[src/rtl/pars_defines.vh]
// Constants for the PHY auto-negotiation ability register bank
`ifndef PARS_DEFINES_VH
`define PARS_DEFINES_VH

// Management-interface addressing
`define PARS_PHY_ADDR_BASE     5'h01
`define PARS_REG_ADV           5'h04
`define PARS_REG_PARTNER       5'h05
`define PARS_REG_CDIAG         5'h1d

// Advertisement register fields
`define PARS_ADV_PAUSE_BIT     10
`define PARS_ADV_F100_BIT      8
`define PARS_ADV_H100_BIT      7
`define PARS_ADV_F10_BIT       6
`define PARS_ADV_H10_BIT       5
`define PARS_ADV_SELECTOR      5'h01
`define PARS_ADV_RST           5'h1f
`define PARS_PARTNER_RST       5'h00

// Cable-diagnostic control/status fields
`define PARS_CD_START_BIT      15
`define PARS_CD_RES_HI         14
`define PARS_CD_RES_LO         13
`define PARS_CD_SHORT_BIT      12
`define PARS_CD_RES_NORMAL     2'h0
`define PARS_CD_RES_OPEN       2'h1
`define PARS_CD_RES_SHORT      2'h2
`define PARS_CD_RES_FAILED     2'h3
`define PARS_CD_COUNT_RST      9'h000
`define PARS_CD_TIMEOUT        16384

// Switch-side 8-bit aliases, port 1; port 2 sits one stride higher
`define PARS_SW_CD_CTRL        8'h1a
`define PARS_SW_CD_COUNT       8'h1b
`define PARS_SW_ADV            8'h1c
`define PARS_SW_PARTNER        8'h1e
`define PARS_SW_STRIDE         8'h10
`define PARS_SW_CD_START_BIT   4

`endif

[src/rtl/pars_cdiag.v]
// Cable-diagnostic sequencer for one PHY: start, wait, capture results
`include "pars_defines.vh"

module pars_cdiag #(
    parameter TIMEOUT = `PARS_CD_TIMEOUT
) (
    // Clock and reset
    input  wire       clk_sys_i,
    input  wire       rst_b_i,
    // Request from the register bank
    input  wire       start_i,
    output wire       busy_o,
    // Analog front end
    output reg        fe_start_o,
    input  wire       fe_done_i,
    input  wire [1:0] fe_result_i,
    input  wire       fe_short_i,
    input  wire [8:0] fe_count_i,
    // Captured results
    output reg  [1:0] result_o,
    output reg        short_o,
    output reg  [8:0] count_o
);

    localparam [1:0] ST_IDLE = 2'b01;
    localparam [1:0] ST_RUN  = 2'b10;

    reg [1:0]  state_reg;
    reg [31:0] timer_reg;

    assign busy_o = state_reg[1];

    always @(posedge clk_sys_i or negedge rst_b_i) begin
        if (!rst_b_i) begin
            state_reg  <= ST_IDLE;
            timer_reg  <= 32'h0;
            fe_start_o <= 1'b0;
            result_o   <= `PARS_CD_RES_NORMAL;
            short_o    <= 1'b0;
            count_o    <= `PARS_CD_COUNT_RST;
        end else begin
            fe_start_o <= 1'b0;
            case (state_reg)
                ST_IDLE: begin
                    if (start_i) begin
                        state_reg  <= ST_RUN;
                        timer_reg  <= 32'h0;
                        fe_start_o <= 1'b1;
                    end
                end
                ST_RUN: begin
                    timer_reg <= timer_reg + 32'h1;
                    if (fe_done_i) begin
                        state_reg <= ST_IDLE;
                        result_o  <= fe_result_i;
                        short_o   <= fe_short_i;
                        count_o   <= fe_count_i;
                    end else if (timer_reg == TIMEOUT - 1) begin
                        // A silent front end must not hang the start bit forever
                        state_reg <= ST_IDLE;
                        result_o  <= `PARS_CD_RES_FAILED;
                        short_o   <= 1'b0;
                        count_o   <= `PARS_CD_COUNT_RST;
                    end
                end
                default: begin
                    state_reg <= ST_IDLE;
                end
            endcase
        end
    end

endmodule

[src/rtl/pars_top.v]
// PHY auto-negotiation ability and cable-test registers for two PHYs
//
// What this block does
// - Advertisement bit 10 pause ability, writable, resets one, steers offered pause.
// - Advertisement bit 8 offers 100 full duplex, resets one, aliased in 8-bit register.
// - Advertisement bit 7 offers 100 half duplex, writable, resets one.
// - Advertisement bit 6 offers 10 full duplex, writable, resets one.
// - Advertisement bit 5 offers 10 half duplex, writable, resets one.
// - Partner bit 10 read-only, resets zero, shows partner pause ability.
// - Partner bit 8 read-only, resets zero, shows partner 100 full duplex.
// - Partner bit 7 read-only, resets zero, shows partner 100 half duplex.
// - Partner bit 6 read-only, resets zero, shows partner 10 full duplex.
// - Partner bit 5 read-only, resets zero, shows partner 10 half duplex.
// - Writing one to cable bit 15 starts a test; bit self-clears when done.
// - Start bit reading zero after a test means results are valid.
// - Two-bit result: 00 normal, 01 open, 10 short, 11 failed.
// - Nine-bit fault count; distance is about 0.4 m per count.
`include "pars_defines.vh"

module pars_top #(
    parameter CDIAG_TIMEOUT = `PARS_CD_TIMEOUT
) (
    // Clock and reset
    input  wire        clk_sys_i,
    input  wire        rst_b_i,
    // PHY register access (management station side, framing removed)
    input  wire        miim_req_i,
    input  wire        miim_we_i,
    input  wire [4:0]  phy_select_address_i,
    input  wire [4:0]  register_select_address_i,
    input  wire [15:0] miim_wdata_i,
    output reg  [15:0] miim_rdata_o,
    output reg         miim_ack_o,
    // Switch 8-bit register access
    input  wire        sw_req_i,
    input  wire        sw_we_i,
    input  wire [7:0]  sw_addr_i,
    input  wire [7:0]  sw_wdata_i,
    output reg  [7:0]  sw_rdata_o,
    output reg         sw_ack_o,
    // Auto-negotiation engines, five bits per PHY {pause,100F,100H,10F,10H}
    output wire [9:0]  adv_ability_o,
    input  wire [9:0]  partner_ability_i,
    input  wire [1:0]  partner_update_i,
    // Cable-test front ends, one slice per PHY
    output wire [1:0]  cdiag_fe_start_o,
    input  wire [1:0]  cdiag_fe_done_i,
    input  wire [3:0]  cdiag_fe_result_i,
    input  wire [1:0]  cdiag_fe_short_i,
    input  wire [17:0] cdiag_fe_count_i
);

    // Register hit on the PHY side for PHY address phy_want
    function miim_hit;
        input [4:0] phy_sel;
        input [4:0] reg_sel;
        input [4:0] phy_want;
        input [4:0] reg_want;
        begin
            miim_hit = (phy_sel == phy_want) && (reg_sel == reg_want);
        end
    endfunction

    // Register hit on the switch side
    function sw_hit;
        input [7:0] addr;
        input [7:0] base;
        input       port2;
        begin
            sw_hit = (addr == (port2 ? base + `PARS_SW_STRIDE : base));
        end
    endfunction

    wire [9:0]  adv_all;
    wire [9:0]  partner_all;
    wire [1:0]  busy_all;
    wire [3:0]  result_all;
    wire [1:0]  short_all;
    wire [17:0] count_all;

    assign adv_ability_o = adv_all;

    genvar g;
    generate
        for (g = 0; g < 2; g = g + 1) begin : phy
            wire [4:0] phy_addr = (g == 0) ? `PARS_PHY_ADDR_BASE : `PARS_PHY_ADDR_BASE + 5'h01;
            wire       sel_port2 = (g != 0);
            wire       mi_wr = miim_req_i & miim_we_i;
            wire       sw_wr = sw_req_i & sw_we_i;
            wire       mi_adv_wr = mi_wr & miim_hit(phy_select_address_i,
                                     register_select_address_i, phy_addr, `PARS_REG_ADV);
            wire       mi_cd_wr = mi_wr & miim_hit(phy_select_address_i,
                                    register_select_address_i, phy_addr, `PARS_REG_CDIAG);
            wire       sw_adv_wr = sw_wr & sw_hit(sw_addr_i, `PARS_SW_ADV, sel_port2);
            wire       sw_cd_wr = sw_wr & sw_hit(sw_addr_i, `PARS_SW_CD_CTRL, sel_port2);
            reg  [4:0] adv_reg;
            reg  [4:0] partner_reg;
            wire       start;

            // writable ability bits, PHY-side write wins a same-cycle clash
            always @(posedge clk_sys_i or negedge rst_b_i) begin
                if (!rst_b_i) begin
                    adv_reg <= `PARS_ADV_RST;
                end else if (mi_adv_wr) begin
                    adv_reg <= {miim_wdata_i[`PARS_ADV_PAUSE_BIT],
                                miim_wdata_i[`PARS_ADV_F100_BIT],
                                miim_wdata_i[`PARS_ADV_H100_BIT],
                                miim_wdata_i[`PARS_ADV_F10_BIT],
                                miim_wdata_i[`PARS_ADV_H10_BIT]};
                end else if (sw_adv_wr) begin
                    // 8-bit alias of the same bits
                    adv_reg <= sw_wdata_i[4:0];
                end
            end

            // partner copy, loaded only by the negotiation engine
            always @(posedge clk_sys_i or negedge rst_b_i) begin
                if (!rst_b_i) begin
                    partner_reg <= `PARS_PARTNER_RST;
                end else if (partner_update_i[g]) begin
                    partner_reg <= partner_ability_i[5*g +: 5];
                end
            end

            // only a written one launches; writing zero is ignored
            assign start = (mi_cd_wr & miim_wdata_i[`PARS_CD_START_BIT])
                         | (sw_cd_wr & sw_wdata_i[`PARS_SW_CD_START_BIT]);

            pars_cdiag #(
                .TIMEOUT (CDIAG_TIMEOUT)
            ) u_cdiag (
                .clk_sys_i   (clk_sys_i),
                .rst_b_i     (rst_b_i),
                .start_i     (start),
                .busy_o      (busy_all[g]),
                .fe_start_o  (cdiag_fe_start_o[g]),
                .fe_done_i   (cdiag_fe_done_i[g]),
                .fe_result_i (cdiag_fe_result_i[2*g +: 2]),
                .fe_short_i  (cdiag_fe_short_i[g]),
                .fe_count_i  (cdiag_fe_count_i[9*g +: 9]),
                .result_o    (result_all[2*g +: 2]),
                .short_o     (short_all[g]),
                .count_o     (count_all[9*g +: 9])
            );

            assign adv_all[5*g +: 5]     = adv_reg;
            assign partner_all[5*g +: 5] = partner_reg;
        end
    endgenerate

    // PHY-side read mux; unmapped addresses read as zero
    reg [15:0] miim_rdata_next;
    integer    i;

    always @* begin
        miim_rdata_next = 16'h0000;
        for (i = 0; i < 2; i = i + 1) begin
            if (phy_select_address_i == (`PARS_PHY_ADDR_BASE + i[4:0])) begin
                case (register_select_address_i)
                    `PARS_REG_ADV: begin
                        miim_rdata_next = {5'h00, adv_all[5*i+4], 1'b0,
                                           adv_all[5*i+3], adv_all[5*i+2],
                                           adv_all[5*i+1], adv_all[5*i],
                                           `PARS_ADV_SELECTOR};
                    end
                    `PARS_REG_PARTNER: begin
                        miim_rdata_next = {5'h00, partner_all[5*i+4], 1'b0,
                                           partner_all[5*i+3], partner_all[5*i+2],
                                           partner_all[5*i+1], partner_all[5*i],
                                           5'h00};
                    end
                    `PARS_REG_CDIAG: begin
                        // start bit is the live busy flag
                        miim_rdata_next = {busy_all[i], result_all[2*i +: 2],
                                           short_all[i], 3'h0, count_all[9*i +: 9]};
                    end
                    default: begin
                        miim_rdata_next = 16'h0000;
                    end
                endcase
            end
        end
    end

    // Switch-side read mux, 8-bit aliases of the same state
    reg [7:0] sw_rdata_next;
    integer   j;

    always @* begin
        sw_rdata_next = 8'h00;
        for (j = 0; j < 2; j = j + 1) begin
            if (sw_hit(sw_addr_i, `PARS_SW_ADV, j != 0)) begin
                sw_rdata_next = {3'h0, adv_all[5*j +: 5]};
            end
            if (sw_hit(sw_addr_i, `PARS_SW_PARTNER, j != 0)) begin
                sw_rdata_next = {3'h0, partner_all[5*j +: 5]};
            end
            if (sw_hit(sw_addr_i, `PARS_SW_CD_CTRL, j != 0)) begin
                sw_rdata_next = {short_all[j], result_all[2*j +: 2], busy_all[j],
                                 3'h0, count_all[9*j+8]};
            end
            if (sw_hit(sw_addr_i, `PARS_SW_CD_COUNT, j != 0)) begin
                sw_rdata_next = count_all[9*j +: 8];
            end
        end
    end

    // Answers one cycle after the request, data held until the next read request
    always @(posedge clk_sys_i or negedge rst_b_i) begin
        if (!rst_b_i) begin
            miim_rdata_o <= 16'h0000;
            miim_ack_o   <= 1'b0;
            sw_rdata_o   <= 8'h00;
            sw_ack_o     <= 1'b0;
        end else begin
            miim_ack_o <= miim_req_i;
            sw_ack_o   <= sw_req_i;
            if (miim_req_i && !miim_we_i) begin
                miim_rdata_o <= miim_rdata_next;
            end
            if (sw_req_i && !sw_we_i) begin
                sw_rdata_o <= sw_rdata_next;
            end
        end
    end

endmodule
[config.mk]
export PLATFORM = sky130hd
export DESIGN_NAME = pars_top
export DESIGN_NICKNAME = d
export VERILOG_FILES = /design/src/rtl/pars_cdiag.v /design/src/rtl/pars_top.v
export VERILOG_INCLUDE_DIRS = /design/src /design/src/rtl
export SDC_FILE = /design/constraint.sdc
export NUM_CORES = 1
export LEC_CHECK = 0
export ABC_AREA = 0
export ABC_CLOCK_PERIOD_IN_PS = 2500
export BUFFER_PORTS_ARGS = -buffer_cell sky130_fd_sc_hd__clkbuf_2
export CAP_MARGIN = 20
export CORE_ASPECT_RATIO = 0.9
export CORE_UTILIZATION = 56
export DETAILED_ROUTE_END_ITERATION = 10
export PLACE_DENSITY = 0.8
export SYNTH_ARGS = -nofsm -noshare
export SYNTH_HDL_FRONTEND = slang
export SYNTH_SLANG_ARGS = --single-unit
[constraint.sdc]
create_clock -name clk_sys_i -period 2.5 [get_ports clk_sys_i]
set_input_delay 0.125 -clock clk_sys_i [delete_from_list [all_inputs] [get_ports clk_sys_i]]
set_output_delay 0.125 -clock clk_sys_i [all_outputs]
set_load 0.005 [all_outputs]
## Word-level counts from Yosys, hierarchy flattened

Cells that the tools add are included.

- Add/sub/neg operators: 2
- Equality and inequality tests: 23
- Muxes and demuxes: 44
- Bitwise operators: 16
- Reduce and logical (&&, ||, !) cells: 20

Operator list:

| kind | count |
|---|---|
| 32-bit one-hot mux with 2 select lines | 2 |
| 16-bit one-hot mux with 3 select lines | 2 |
| 32-bit by 1-bit adder with 32-bit output, second input constant | 2 |
| 32-bit by 14-bit equality test with 1-bit output, second input constant | 2 |
| 32-bit 2-to-1 mux | 2 |
| 8-bit 2-to-1 mux | 7 |
| 9-bit 2-to-1 mux | 4 |
| 8-bit by 5-bit equality test with 1-bit output, second input constant | 4 |
| 8-bit by 6-bit equality test with 1-bit output, second input constant | 4 |
| 16-bit 2-to-1 mux | 2 |
| 5-bit 2-to-1 mux | 5 |
| 2-bit 2-to-1 mux | 10 |
| 1-bit AND | 14 |
| 2-bit AND reduction | 6 |
| 2-bit nonzero test | 6 |
| 5-bit by 3-bit equality test with 1-bit output, second input constant | 2 |
| 1-bit 2-to-1 mux | 8 |
| 2-bit one-hot mux with 2 select lines | 2 |
| 1-bit logical AND | 6 |
| 3-bit by 2-bit inequality test with 1-bit output, second input constant | 2 |
| 5-bit by 1-bit equality test with 1-bit output, second input constant | 1 |
| 5-bit by 2-bit equality test with 1-bit output, second input constant | 1 |
| 5-bit equality test, second input constant | 1 |
| 2-bit by 1-bit equality test with 1-bit output, second input constant | 2 |
| 4 further kinds | 8 |

- Bits in registers: 140
- Bits of input ports: 86
- Output and inout bits: 38
- Word-level logic and storage cells: 125

## Depth between registers and ports, before layout

Gate-level depths: netlist (run 1).

- Depth after elaboration: 9
- Gate-level depth with buffers: 7
- Depth with buffers taken out: 6

## Cells and area by module

Synthesis (run 1) repeated with hierarchy kept, for this count alone.

- Cells, all modules: 733
- Area, all modules: 7280.7 um^2

By module, submodules not included:

| module | instances | cells each | area an instance (um^2) | sequential area each (um^2) |
|---|---|---|---|---|
| pars_cdiag | 2 | 223 | 2210.9 | 1177.4 |
| pars_top | 1 | 287 | 2859.0 | 1113.6 |

## Worst setup path after synthesis (run 1)

No wires, ideal clock.

- Kind: register to register
- From: reg phy[1].u_cdiag.timer_reg[0]
- To: reg phy[1].u_cdiag.count_o[2]
- Arrival time: 1798 ps
- Data required time: 2379 ps
- Path slack: 581 ps
- Cell stages (with the launch flop): 8
- Buffers on the path: 1
- Period minus slack after synthesis: 1919 ps
- Path through: dfrtp_1 ha_1 nand4_1 nor3_1 a31oi_1 nand2b_4 buf_6 a22o_1

- Word-level cells in the longest chain between the ends: 3

Ends and longest elaborated chain:

| item | line | text |
|---|---|---|
| from (decl) | pars_cdiag.v:29 | `reg [31:0] timer_reg;` |
| from (signal assigned) | pars_cdiag.v:52 | `timer_reg <= timer_reg + 32'h1;` |
| 32-bit by 14-bit equality test with 1-bit output | pars_cdiag.v:58 | `end else if (timer_reg == TIMEOUT - 1) begin` |
| 2-bit nonzero test (no source line) | n/a |  |
| 2-bit AND reduction (no source line) | n/a |  |
| to (signal assigned) | pars_cdiag.v:40 | `` count_o <= `PARS_CD_COUNT_RST; `` |
| to (signal assigned) | pars_cdiag.v:57 | `count_o <= fe_count_i;` |
| to (signal assigned) | pars_cdiag.v:63 | `` count_o <= `PARS_CD_COUNT_RST; `` |
| to (decl) | pars_cdiag.v:22 | `output reg [8:0] count_o` |

Every way passes these cells.
A chain may end at the register's enable or synchronous reset.

## Final worst setup path (run 1)

- From: reg phy[0].u_cdiag.timer_reg[24]
- To: reg phy[0].u_cdiag.count_o[2]

- Word-level cells in the longest chain between the ends: 3

Ends and longest elaborated chain:

| item | line |
|---|---|
| from (decl) | pars_cdiag.v:29 |
| from (signal assigned) | pars_cdiag.v:52 |
| 32-bit by 14-bit equality test with 1-bit output | pars_cdiag.v:58 |
| 2-bit nonzero test (no source line) | n/a |
| 2-bit AND reduction (no source line) | n/a |
| to (signal assigned) | pars_cdiag.v:40 |
| to (signal assigned) | pars_cdiag.v:57 |
| to (signal assigned) | pars_cdiag.v:63 |
| to (decl) | pars_cdiag.v:22 |

Every way passes these cells.

==> summary.md, run 1 <==
| Metric | Value |
|---|---|
| Status | `complete, no violations` |
| Period minus WS final | `~2.2 ns` |
| Fin crit share | `0.8690` |
| CP Class | `reg -> reg` |
| Async set-reset flop share out of synthesis | `1.000` |
| Max Slew Vio Count | `0` |
| Peak VDD IR | `~0.70 mV` |
| FF-to-FF setup slack | `around 0.33 ns` |
| Wire length per cell | `19.93 microns` |
| Die width | `~120 microns` |
| Clk pwr share | `0.479` |
| Max reg flops | `64` |
| Top Ports | `~120` |
| Most frequent cells in the layout | `dfrtp_1, clkbuf_2, nand2_1` |
| Unique masters post-synth | `66` |
| Slew headroom | `0.4734` |
| CTS HTree Levels | `4` |
| Vias in the first global route | `approximately 6500` |
| Die area | `between 10000 and 15000 sq um` |
| Clock sink total | `around 140` |
| PortBufs | `108` |
| Initial antenna violation count | `0` |
| Worst min-delay path class | `in -> reg` |
| Flop pwr share | `0.437` |
| Post-synthesis cell count | `738` |
| GPL Wtd Cong | `~1` |
| Max Clock Skew | `approximately 0.0065 ns` |
| CP Launch Type | `flop` |
| EDFF count, synth | `0` |
| Crit-path max FO | `12` |
| Nets | `between 900 and 1000` |
| FF-to-FF Start | `phy[0].u_cdiag.timer_reg[24]` |
| Pwr/cell area | `616.3 nW/um^2` |
| TritonRoute pass-1 iters | `5` |
| Max_cap viols | `0` |
| Worst-Skew Late Latency | `0.42 ns` |
| Final ANT Viol Nets | `0` |
| Max clock buf depth | `2` |
| Net switching power | `roughly 1300 uW` |
| Min Hold Slack | `between 0.01 and 0.015 ns` |
| CTS tree | `built` |
| Core Area | `around 12000 sq um` |
| Top cell type's share of synthesized area | `0.4455` |
| Row count | `38` |
| Clk slew on worst S/H paths | `roughly 0.06 ns` |
| Post-synth top area cell | `dfrtp_1` |
| Largest net degree at the start of global routing | `between 70 and 80` |
| Switching Share | `0.2452` |
| Hold Path Depth | `3` |
| Pint | `between 4000 and 5000 uW` |
| Final WL | `around 21000 microns` |
| WHS Endpoint | `phy[1].adv_reg[2]` |
| Gate power share | `0.084` |
| Via count | `6823` |
| HP Start | `sw_wdata_i[2]` |
| DR iter-0 viols | `around 700` |
| Most common cell after layout, fill and taps aside | `dfrtp_1` |
| DRC viols | `0` |
| CP Capture Type | `flop` |
| Slew of the pin with the lowest slew margin | `between 0.7 and 0.8 ns` |
| Fin. Hold Viols | `0` |
| Clock Tree Root | `clkbuf_16` |
| Area contributors post-synth | `dfrtp_1, nand3_1, dfstp_2` |
| Syn_area_per_cell | `9.589 sq um` |
| Global-route wire length before repair | `33300 microns` |
| Total global-route track usage | `0.3342` |
| Final setup fails | `0` |
| Hpwl dp | `14820 microns` |
| YS warnings | `0` |
| Layout cells sized above 1 | `0.2181` |
| Setup TNS | `0 ns` |
| WP data required | `between 2 and 3 ns` |
| Worst EP arrival | `about 2.5 ns` |
| Fmax | `around 460 MHz` |
| LEAKAGE | `0.003934 uW` |
| Worst flop-to-flop path endpoint | `phy[0].u_cdiag.count_o[2]` |
| Yosys reg bits | `between 100 and 150` |
| DR vias/cell | `6.389` |
| Total gr overflow | `0` |
| R2R depth | `5` |
| Post-Syn Area | `approximately 7000 sq um` |
| Starting Density | `0.5814` |
| Post-synthesis sequential area ratio | `0.4901` |
| P&R area growth vs syn | `25.83%` |
| Most used DFF post-synth | `dfrtp_1` |
| RSZ-0062 raised after global routing | `no` |
| Die Span Y | `~110 microns` |
| Cts bufs inserted | `17` |
| # diodes | `0` |
==> per-layer routing <==
| metal | GRT usage | routed length (microns) |
|---|---|---|
| met4 | 0.1120 | 429 |
| met2 | 0.5172 | 9844 |
| met5 | 0 | 0 |
| met3 | 0.07165 | 1436 |
| met1 | 0.4704 | 9576 |
==> worst max path at each step <==
stage	slack (ns)	endpoint	startpoint
3_5_place_dp	0.32	phy[0].u_cdiag.count_o[2]	phy[0].u_cdiag.timer_reg[24]
6_report	0.33	phy[0].u_cdiag.count_o[2]	phy[0].u_cdiag.timer_reg[24]
4_1_cts	0.31	phy[0].u_cdiag.count_o[2]	phy[0].u_cdiag.timer_reg[24]
2_1_floorplan	0.58	phy[1].u_cdiag.count_o[2]	phy[1].u_cdiag.timer_reg[0]
5_1_grt	0.18	phy[0].u_cdiag.count_o[1]	phy[0].u_cdiag.timer_reg[24]
3_3_place_gp	0.41	phy[0].u_cdiag.count_o[8]	phy[0].u_cdiag.timer_reg[24]
==> cells in the mapped netlist (2+ instances only) <==
master / instances
o21a_1: 2
a32oi_1: 2
nand3_1: 70
clkbuf_1: 23
a41oi_1: 4
or4_1: 4
o22ai_1: 2
nand2b_1: 9
or3_1: 4
a31oi_1: 8
a211o_1: 6
a222oi_1: 3
nand2_1: 72
nor4_2: 3
o211ai_1: 11
buf_2: 4
buf_4: 4
nor2b_1: 9
a221oi_1: 2
nand4_1: 24
mux2i_1: 11
o21ai_0: 61
dfstp_2: 12
a2bb2oi_1: 4
a21o_1: 2
a22oi_1: 21
nand3b_1: 4
or4b_1: 2
nor3_1: 11
and2_1: 4
nor4_4: 2
nor2_1: 49
nand4b_1: 3
o31ai_1: 13
dfrtp_1: 126
mux2_2: 12
a22o_1: 28
a21oi_1: 38
ha_1: 2
and4_1: 7
nor4_1: 11
and3_1: 8
inv_1: 16
nor3_2: 3
==> cell families after synthesis <==
kind of cell,Yosys count,synth area share
buffers and inverters,49,0.02988
multiplexers,23,0.03465
AND/OR/NAND/NOR,308,0.2374
adder cells (fa/ha/maj),2,0.003536
other,1,0.0005299
flip-flops,138,0.4901
AO/OA/AOI/OAI,216,0.2026
XOR/XNOR,1,0.001238
==> critical path: stages, from the launching register on <==
cell and delay, ns:
dfrtp_1 0.43, or4_1 0.51, nor3_1 0.19, a41oi_1 0.22, nand2b_1 0.42, a22o_1 0.29
==> power by group through the flow <==
| stage | clock, uW | combinational [uW] | sequential, uW |
|---|---|---|---|
| after floorplan | 0 | 212 | 2400 |
| after global placement | 0 | 383 | 2420 |
| after detailed placement | 0 | 398 | 2430 |
| after CTS | 2650 | 457 | 2390 |
| after global routing | 2750 | 508 | 2400 |
| final | 2630 | 463 | 2400 |
==> area by class of cell <==
type | instances | area [sq um]
inverters | 16 | 60.06
well taps | 160 | 200.2
repair buffers | 170 | 1150
flip-flops and latches | 138 | 3468
fillers | 884 | 3267
multi-input cells | 552 | 3405
clock buffers | 19 | 452.9
clock inverters | 13 | 168.9
==> repair_timing <==
item,in CTS,in global routing
resized for setup,0,0
hold buffers,45,0
buffers inserted,0,0
endpoints found under the hold margin,143,0
==> metrics by stage <==
stage / instances / utilization / total power [uW] / instance area (sq um) / worst slack [ns]
after CTS: 1068 / 0.7316 / 5496 / 8905 / 0.3084
after global routing: 1068 / 0.7316 / 5663 / 8905 / 0.1780
after detailed placement: 991 / 0.6435 / 2827 / 7833 / 0.3249
after floorplan: 739 / - / 2611 / 7081 / 0.5810
after global placement: 991 / 0.6435 / 2807 / 7833 / 0.4068
final: 1068 / 0.7316 / 5488 / 8905 / 0.3275
No activity file was read; power rests on OpenSTA's default activity.
==> run 2: changes to the inputs <==
--- a/config.mk
+++ b/config.mk
@@ -11,9 +11,11 @@
 export BUFFER_PORTS_ARGS = -buffer_cell sky130_fd_sc_hd__clkbuf_2
 export CAP_MARGIN = 20
 export CORE_ASPECT_RATIO = 0.9
-export CORE_UTILIZATION = 56
+export CORE_MARGIN = 2
+export CORE_UTILIZATION = 57
 export DETAILED_ROUTE_END_ITERATION = 10
-export PLACE_DENSITY = 0.8
+export PLACE_DENSITY = 0.81
 export SYNTH_ARGS = -nofsm -noshare
 export SYNTH_HDL_FRONTEND = slang
+export SYNTH_HIERARCHICAL = 1
 export SYNTH_SLANG_ARGS = --single-unit
==> run 2 against run 1 <==
Net effect:
- non-clock buffer count is 11 higher
- die area rose by 4.6%
- hold slack better by 0.030 ns
- combinational power up 1%
- total power up 1.3%
- core utilization decreased by 0.13 points
- clock power increased by 2%
- final cell count up 1.1%
- synthesized cell count fell by 0.68%
- clock skew rose by 0.0010 ns
- global-route usage down 1.4 points
- critical path depth increased by 1
- critical path type unchanged
- largest cell class is now multi-input gates
- highest routed layer unchanged
==> summary.md, run 2 <==
| Metric | Value |
|---|---|
| Status | `complete, no violations` |
| Hold Path Depth | `2` |
| DRC viols | `0` |
| Fmax | `442.1 MHz` |
| Fin. Hold Viols | `0` |
| Max reg flops | `64` |
| Most numerous cell in the Yosys netlist | `dfrtp_1` |
| Final ANT Viol Nets | `0` |
| Synth Area in Compound Gates | `0.1294` |
| GR Util met3 | `0.07973` |
| Die Span Y | `111.2 microns` |
| Starting Density | `0.5783` |
| Fin crit share | `0.9047` |
| Max_cap viols | `0` |
| FF-to-FF setup slack | `0.24 ns` |
| Post-synth top area cell | `dfrtp_1` |
| Hpwl dp | `14680 microns` |
| Slowest cell on the critical path | `or4_1` |
| Top cell type's share of synthesized area | `0.4331` |
| Global-route wire length before repair | `33710 microns` |
| CP Class | `reg -> reg` |
| Slowest stage delay, CP | `0.66 ns` |
| Post-synthesis cell count | `roughly 730` |
| Synth Area in Simple Gates | `0.2334` |
| YS warnings | `6` |
| Total chip power | `between 5000 and 6000 uW` |
| DR iter-0 viols | `a little over 600` |
| Post-Place Cells | `between 1000 and 1500` |
| Final WL | `between 20000 and 25000 microns` |
| Clock Tree Root | `clkbuf_16` |
| Worst Setup SP | `phy[1].u_cdiag/timer_reg[3]` |
| Most used DFF post-synth | `dfrtp_1` |
| Post-synthesis sequential area ratio | `0.4764` |
| Area contributors post-synth | `dfrtp_1, dfstp_2, mux2_2` |
| # diodes | `0` |
| Total gr overflow | `0` |
| Unique masters post-synth | `58` |
| Row count | `39` |
| Most frequent cells in the layout | `dfrtp_1, clkbuf_2, nor2_1` |
| Async set-reset flop share out of synthesis | `1.000` |
| Adder-Cell Fraction of Synth Area | `0.003437` |
| Cts bufs inserted | `17` |
| FF-to-FF Start | `phy[1].u_cdiag/timer_reg[3]` |
| Syn_area_per_cell | `around 9.9 sq um` |
| Synth top cells by count | `dfrtp_1, nor2_1, nand2_1` |
| CTS resizes | `0` |
| CP Capture Type | `flop` |
| CP Launch Type | `flop` |
| Clock sink total | `138` |
| GPL Wtd Cong | `0.9709` |
| Max Clock Skew | `0.007520 ns` |
| CP Buf/Inv Count | `1` |
| Top Ports | `124` |
| Max clock buf depth | `2` |
| DP Area | `8139 sq um` |
| EDFF count, synth | `0` |
| Clk slew on worst S/H paths | `approximately 0.060 ns` |
| Largest family of logic cells by synthesized area | `simple AND/OR/NAND/NOR gates` |
| Peak VDD IR | `roughly 0.62 mV` |
| P&R area growth vs syn | `26.28%` |
| Largest net degree at the start of global routing | `~70` |
| Worst EP arrival | `roughly 2.6 ns` |
| Grt met1 use | `0.4483` |
| Layout cells sized above 1 | `0.2413` |
| Post-route cell area | `9194 sq um` |
| CP Cell Sequence | `nand4_2 > or4_1 > buf_4 > nor4_1 > xnor2_1 > nor2_1` |
| XOR/XNOR Fraction of Synth Area | `0.06015` |
| Worst flop-to-flop path endpoint | `phy[1].u_cdiag/timer_reg[25]` |
| TritonRoute pass-1 iters | `6` |
| Slew headroom | `0.3975` |
| Worst min-delay path class | `in -> reg` |
| WP data required | `between 2 and 3 ns` |
| Multiplexer area fraction after synthesis | `0.07012` |
| Final setup fails | `0` |
| CP delay by family, top | `simple AND/OR/NAND/NOR gates` |
| Via count | `roughly 6700` |
| Period minus WS final | `~2.3 ns` |
| Final core occ | `0.7303` |
| Die width | `approximately 120 microns` |
| Max Slew Vio Count | `0` |
| Total global-route track usage | `0.3205` |
| Nets | `approximately 990` |
| CTS HTree Levels | `4` |
| Core Area | `~13000 sq um` |
| Fillcell total | `between 800 and 900` |
| Pwr/cell area | `604.8 nW/um^2` |
| Instance count on the critical path | `6` |
| Yosys reg bits | `approximately 140` |
| Slew of the pin with the lowest slew margin | `~0.90 ns` |
| GR met2 Demand/Resource | `0.4872` |
| CTS tree | `built` |
| Worst-Skew Late Latency | `roughly 0.43 ns` |
| Vias in the first global route | `6671` |
| R2R depth | `6` |
| Die area | `13690 sq um` |
| Wire length per cell | `between 15 and 20 microns` |
| DR vias/cell | `~6.2` |
| Most common cell after layout, fill and taps aside | `dfrtp_1` |
| PortBufs | `between 100 and 150` |
| Non-Filler Instances | `approximately 1100` |
| LEAKAGE | `roughly 0.004 uW` |
| RSZ-0062 raised after global routing | `no` |
| End of the critical path | `phy[1].u_cdiag/timer_reg[25]` |
| Most Crowded Layer GR | `met2` |
| Initial antenna violation count | `0` |
| Crit-path max FO | `7` |
| Post-Syn Area | `between 7000 and 8000 sq um` |
## run 2: changes by cell type after synthesis, moves of 10 or more
cell     before  now
nand3_1      70   22
o21ai_0      61   21
nor2_1       49   80
xnor2_1       0   28
xor2_1        1   22
a21oi_1      38   21
mux2_2       12   27
and3_1        8   21
o31ai_1      13    2
o32ai_1       0   11
o21ai_1       0   10
## run 2: stage by stage
step                hold slack, ns  TNS (ns)  setup WS, ns
floorplan                  -0.1706   -0.1653       -0.1242
global placement            0.1690         0       0.08466
detailed placement          0.1746  -0.02216      -0.02216
CTS                        0.03465         0        0.2552
global route               0.04432         0        0.1214
finish                     0.04304         0        0.2381
## run 2: final cells by class
type	instances	area (sq um)	area share
clock inverter	13	191.4	0.02082
inverter	17	63.81	0.006941
tap	164	205.2	0.02232
multi-input combinational	548	3622	0.3940
timing repair buffer	181	1200	0.1305
clock buffer	19	442.9	0.04818
sequential	138	3468	0.3772
## run 2: how the worst min path moves through the flow
stage                                    from                            to
after floorplan                       rst_b_i                    miim_ack_o
after global placement                rst_b_i  phy[0].u_cdiag/timer_reg[21]
after detailed placement              rst_b_i  phy[0].u_cdiag/timer_reg[24]
after CTS                 partner_update_i[1]         phy[1].partner_reg[2]
after global routing      partner_update_i[1]         phy[1].partner_reg[2]
final                     partner_update_i[1]         phy[1].partner_reg[1]
## run 2: layer usage
metal  up-vias  part of all wire
met2       333              0.47
met5         -                 0
met3        53             0.083
met4         0             0.027
met1      3269              0.42
li1       3028                 -
## run 2: repair_timing
action | 4_1_cts | 5_1_grt
endpoints found under the hold margin | 113 | 0
setup buffers | 0 | 0
hold buffers | 42 | 0
## run 2: cells by family after synthesis
| group | count (synthesis) |
|---|---|
| AO/OA/AOI/OAI | 133 |
| XOR/XNOR | 50 |
| adder cells (fa/ha/maj) | 2 |
| buffers and inverters | 48 |
| flip-flops | 138 |
| multiplexers | 47 |
| other | 1 |
| AND/OR/NAND/NOR | 314 |
## run 2: report_power, final
group | internal, uW | switching [uW] | leakage, uW
sequential | 2310 | 88.8 | 0.00171
combinational | 216 | 253 | 0.00209
clock | 1700 | 993 | 0.000288
## run 2: worst reg2reg max path: cells and delay by family, from the launching register on
family	cells	cell delay, ns
AND/OR/NAND/NOR	4	1.32
flip-flops	1	0.43
XOR/XNOR	1	0.19
buffers and inverters	1	0.21
==> run 3: changes to the inputs <==
--- a/config.mk
+++ b/config.mk
@@ -6,13 +6,13 @@
 export SDC_FILE = /design/constraint.sdc
 export NUM_CORES = 1
 export LEC_CHECK = 0
-export ABC_AREA = 0
+export ABC_AREA = 1
 export ABC_CLOCK_PERIOD_IN_PS = 2500
 export BUFFER_PORTS_ARGS = -buffer_cell sky130_fd_sc_hd__clkbuf_2
 export CAP_MARGIN = 20
 export CORE_ASPECT_RATIO = 0.9
 export CORE_MARGIN = 2
-export CORE_UTILIZATION = 57
+export CORE_UTILIZATION = 58
 export DETAILED_ROUTE_END_ITERATION = 10
 export PLACE_DENSITY = 0.81
 export SYNTH_ARGS = -nofsm -noshare
==> run 3 against run 2 <==
Net effect:
- global-route usage up 0.72 points
- combinational power decreased by 3%
- via count rose by 26%
- sequential cell count unchanged
- sequential share of layout area fell by 2.5 points
- the flow now finishes with violations (hold timing)
- clock skew is 0.0015 ns lower
- area after synthesis rose by 10%
- worst setup slack lost 0.026 ns
- fmax is 1.1% lower
- count of clock-buffer cells in the layout rose by 1
- critical path type is now in -> reg
==> summary.md, run 3 <==
| Metric | Value |
|---|---|
| CP Launch Type | `input pin` |
| Layout cells sized above 1 | `0.1720` |
| Syn_area_per_cell | `approximately 6.9 sq um` |
| Post-CTS setup buffers | `0` |
| LEAKAGE | `about 0.005 uW` |
| Top cell type's share of synthesized area | `0.3938` |
| Area contributors post-synth | `dfrtp_1, nand2_1, nor2_1` |
| Crit-path max FO | `6` |
| Hpwl dp | `roughly 17000 microns` |
| Top Ports | `roughly 120` |
| P&R area growth vs syn | `22.94%` |
| Most numerous cell in the Yosys netlist | `nand2_1` |
| Max_cap viols | `0` |
| Max Clock Skew | `approximately 0.006 ns` |
| Clk slew on worst S/H paths | `0.06 ns` |
| Clock Tree Root | `clkbuf_16` |
| Post-synth top area cell | `dfrtp_1` |
| Row count | `40` |
| Post-synthesis cell count | `between 1000 and 1500` |
| WP data required | `approximately 2.8 ns` |
| Pwr/cell area | `between 500 and 600 nW/um^2` |
| Total global-route track usage | `0.3276` |
| GPL Wtd Cong | `approximately 1` |
| Async set-reset flop share out of synthesis | `1.000` |
| Yosys reg bits | `~140` |
| Post-Syn Area | `roughly 8000 sq um` |
| Most used DFF post-synth | `dfrtp_1` |
| Core Area | `13410 sq um` |
| Peak VDD IR | `approximately 0.48 mV` |
| DRC viols | `0` |
| Total gr overflow | `0` |
| Vias in the first global route | `roughly 8000` |
| Fin crit share | `0.9150` |
| CTS tree | `built` |
| YS warnings | `6` |
| Slew headroom | `0.5549` |
| Max clock buf depth | `2` |
| PortBufs | `approximately 110` |
| Cts bufs inserted | `17` |
| Largest net degree at the start of global routing | `63` |
| Post-Place Cells | `about 1400` |
| Post-synthesis sequential area ratio | `0.4332` |
| CP Class | `in -> reg` |
| EDFF count, synth | `0` |
| Synth top cells by count | `nand2_1, nor2_1, dfrtp_1` |
| Total chip power | `about 5300 uW` |
| DR vias/cell | `~5.6` |
| Die width | `about 130 microns` |
| Final ANT Viol Nets | `0` |
| Worst min-delay path class | `in -> reg` |
| Starting Density | `0.5969` |
| Worst-Skew Late Latency | `between 0.4 and 0.5 ns` |
| Status | `finished, violations left` |
| Final setup fails | `0` |
| Most common cell after layout, fill and taps aside | `nand2_1` |
| Final core occ | `0.7339` |
| Most frequent cells in the layout | `nand2_1, nor2_1, dfrtp_1` |
| # diodes | `0` |
| Clock sink total | `138` |
| Max Slew Vio Count | `0` |
| Global-route wire length before repair | `37870 microns` |
| TritonRoute pass-1 iters | `6` |
| Non-Filler Instances | `1505` |
| Final WL | `23270 microns` |
| Unique masters post-synth | `40` |
| Wire length per cell | `between 15 and 20 microns` |
| CTS HTree Levels | `4` |
| Min Hold Slack | `-0.001501 ns` |
| Worst EP arrival | `about 2.6 ns` |
| Failing checks | `hold timing` |
| Die area | `approximately 15000 sq um` |
| Slew of the pin with the lowest slew margin | `around 0.67 ns` |
| Setup TNS | `0 ns` |
| RSZ-0062 raised after global routing | `no` |
| Initial antenna violation count | `0` |
| Via count | `~8400` |
| DR iter-0 viols | `between 800 and 900` |
| Die Span Y | `about 120 microns` |
| Fin. Hold Viols | `1` |
| Nets | `between 1000 and 1500` |
| Fmax | `437.2 MHz` |
| CP Capture Type | `flop` |
| Max reg flops | `64` |
| Period minus WS final | `approximately 2.3 ns` |
==> run 3: kinds of logic after synthesis <==
kind of cell | after synthesis | share of synthesized area
fa+ha+maj | 2 | 0.003125
other cells | 1 | 0.0004684
compound gates | 129 | 0.08939
buf+inv | 152 | 0.07611
simple gates | 727 | 0.3913
xor+xnor | 2 | 0.002188
flops | 138 | 0.4332
mux | 3 | 0.004219
==> run 3: routing by layer <==
| metal | track usage | up-vias | wire, microns |
|---|---|---|---|
| met5 | 0 | - | 0 |
| met4 | 0.1538 | 0 | 958 |
| met3 | 0.06556 | 87 | 1708 |
| met2 | 0.5383 | 417 | 10780 |
| met1 | 0.4227 | 3895 | 9820 |
| li1 | - | 4009 | - |
==> run 3: through the flow <==
step	setup slack, ns	area, sq um
floorplan	0.7297	8010
global placement	0.3054	8777
detailed placement	0.2469	8777
CTS	0.1989	9828
global route	0.03248	9843
finish	0.2126	9843
==> run 3: path summary, 6_finish.rpt <==
check	startpoint	to	slack [ns]	cells after the start
min in group asynchronous	rst_b_i	phy[0].u_cdiag/timer_reg[18]	0.23	2
worst max register to register	phy[0].u_cdiag/timer_reg[1]	phy[0].u_cdiag/count_o[2]	0.67	10
worst min-delay path	partner_update_i[0]	phy[0].partner_reg[1]	-0.002	2
worst min register to register	sw_rdata_o[5]	sw_rdata_o[5]	0.48	2
max in group asynchronous	rst_b_i	phy[1].adv_reg[1]	1.40	3
worst max-delay path	miim_req_i	phy[1].u_cdiag/timer_reg[20]	0.21	13
==> run 3: layout make-up <==
class                      instances  area (sq um)
multi-input combinational        865          3948
fill                            1093          3570
sequential                       138          3468
timing repair buffer             171          1152
inverter                         131         494.2
clock buffer                      20         456.7
tap                              168         210.2
clock inverter                    12         113.9
==> run 3: report_power, final <==
part / total (uW) / switching (uW) / internal [uW]
Combinational: 457 / 258 / 198
Clock: 2450 / 1020 / 1430
Sequential: 2410 / 82.2 / 2330
==> run 3: timing repair <==
item / CTS / global route
hold buffers: 48 / 0
hold endpoints to repair: 101 / 0
resized for setup: 0 / 3
setup endpoints to repair: 0 / 6
==> run 3: critical path: stages <==
cell           delay [ns]
dlygate4sd3_1        0.53
clkbuf_2             0.13
nand2_1              0.05
inv_1                0.19
nand2_1              0.13
o32ai_1              0.43
nand3_2              0.13
nand2_1              0.22
inv_2                0.11
nor2_2               0.25
nand3_1              0.10
o21ai_0              0.16
nor2_1               0.06
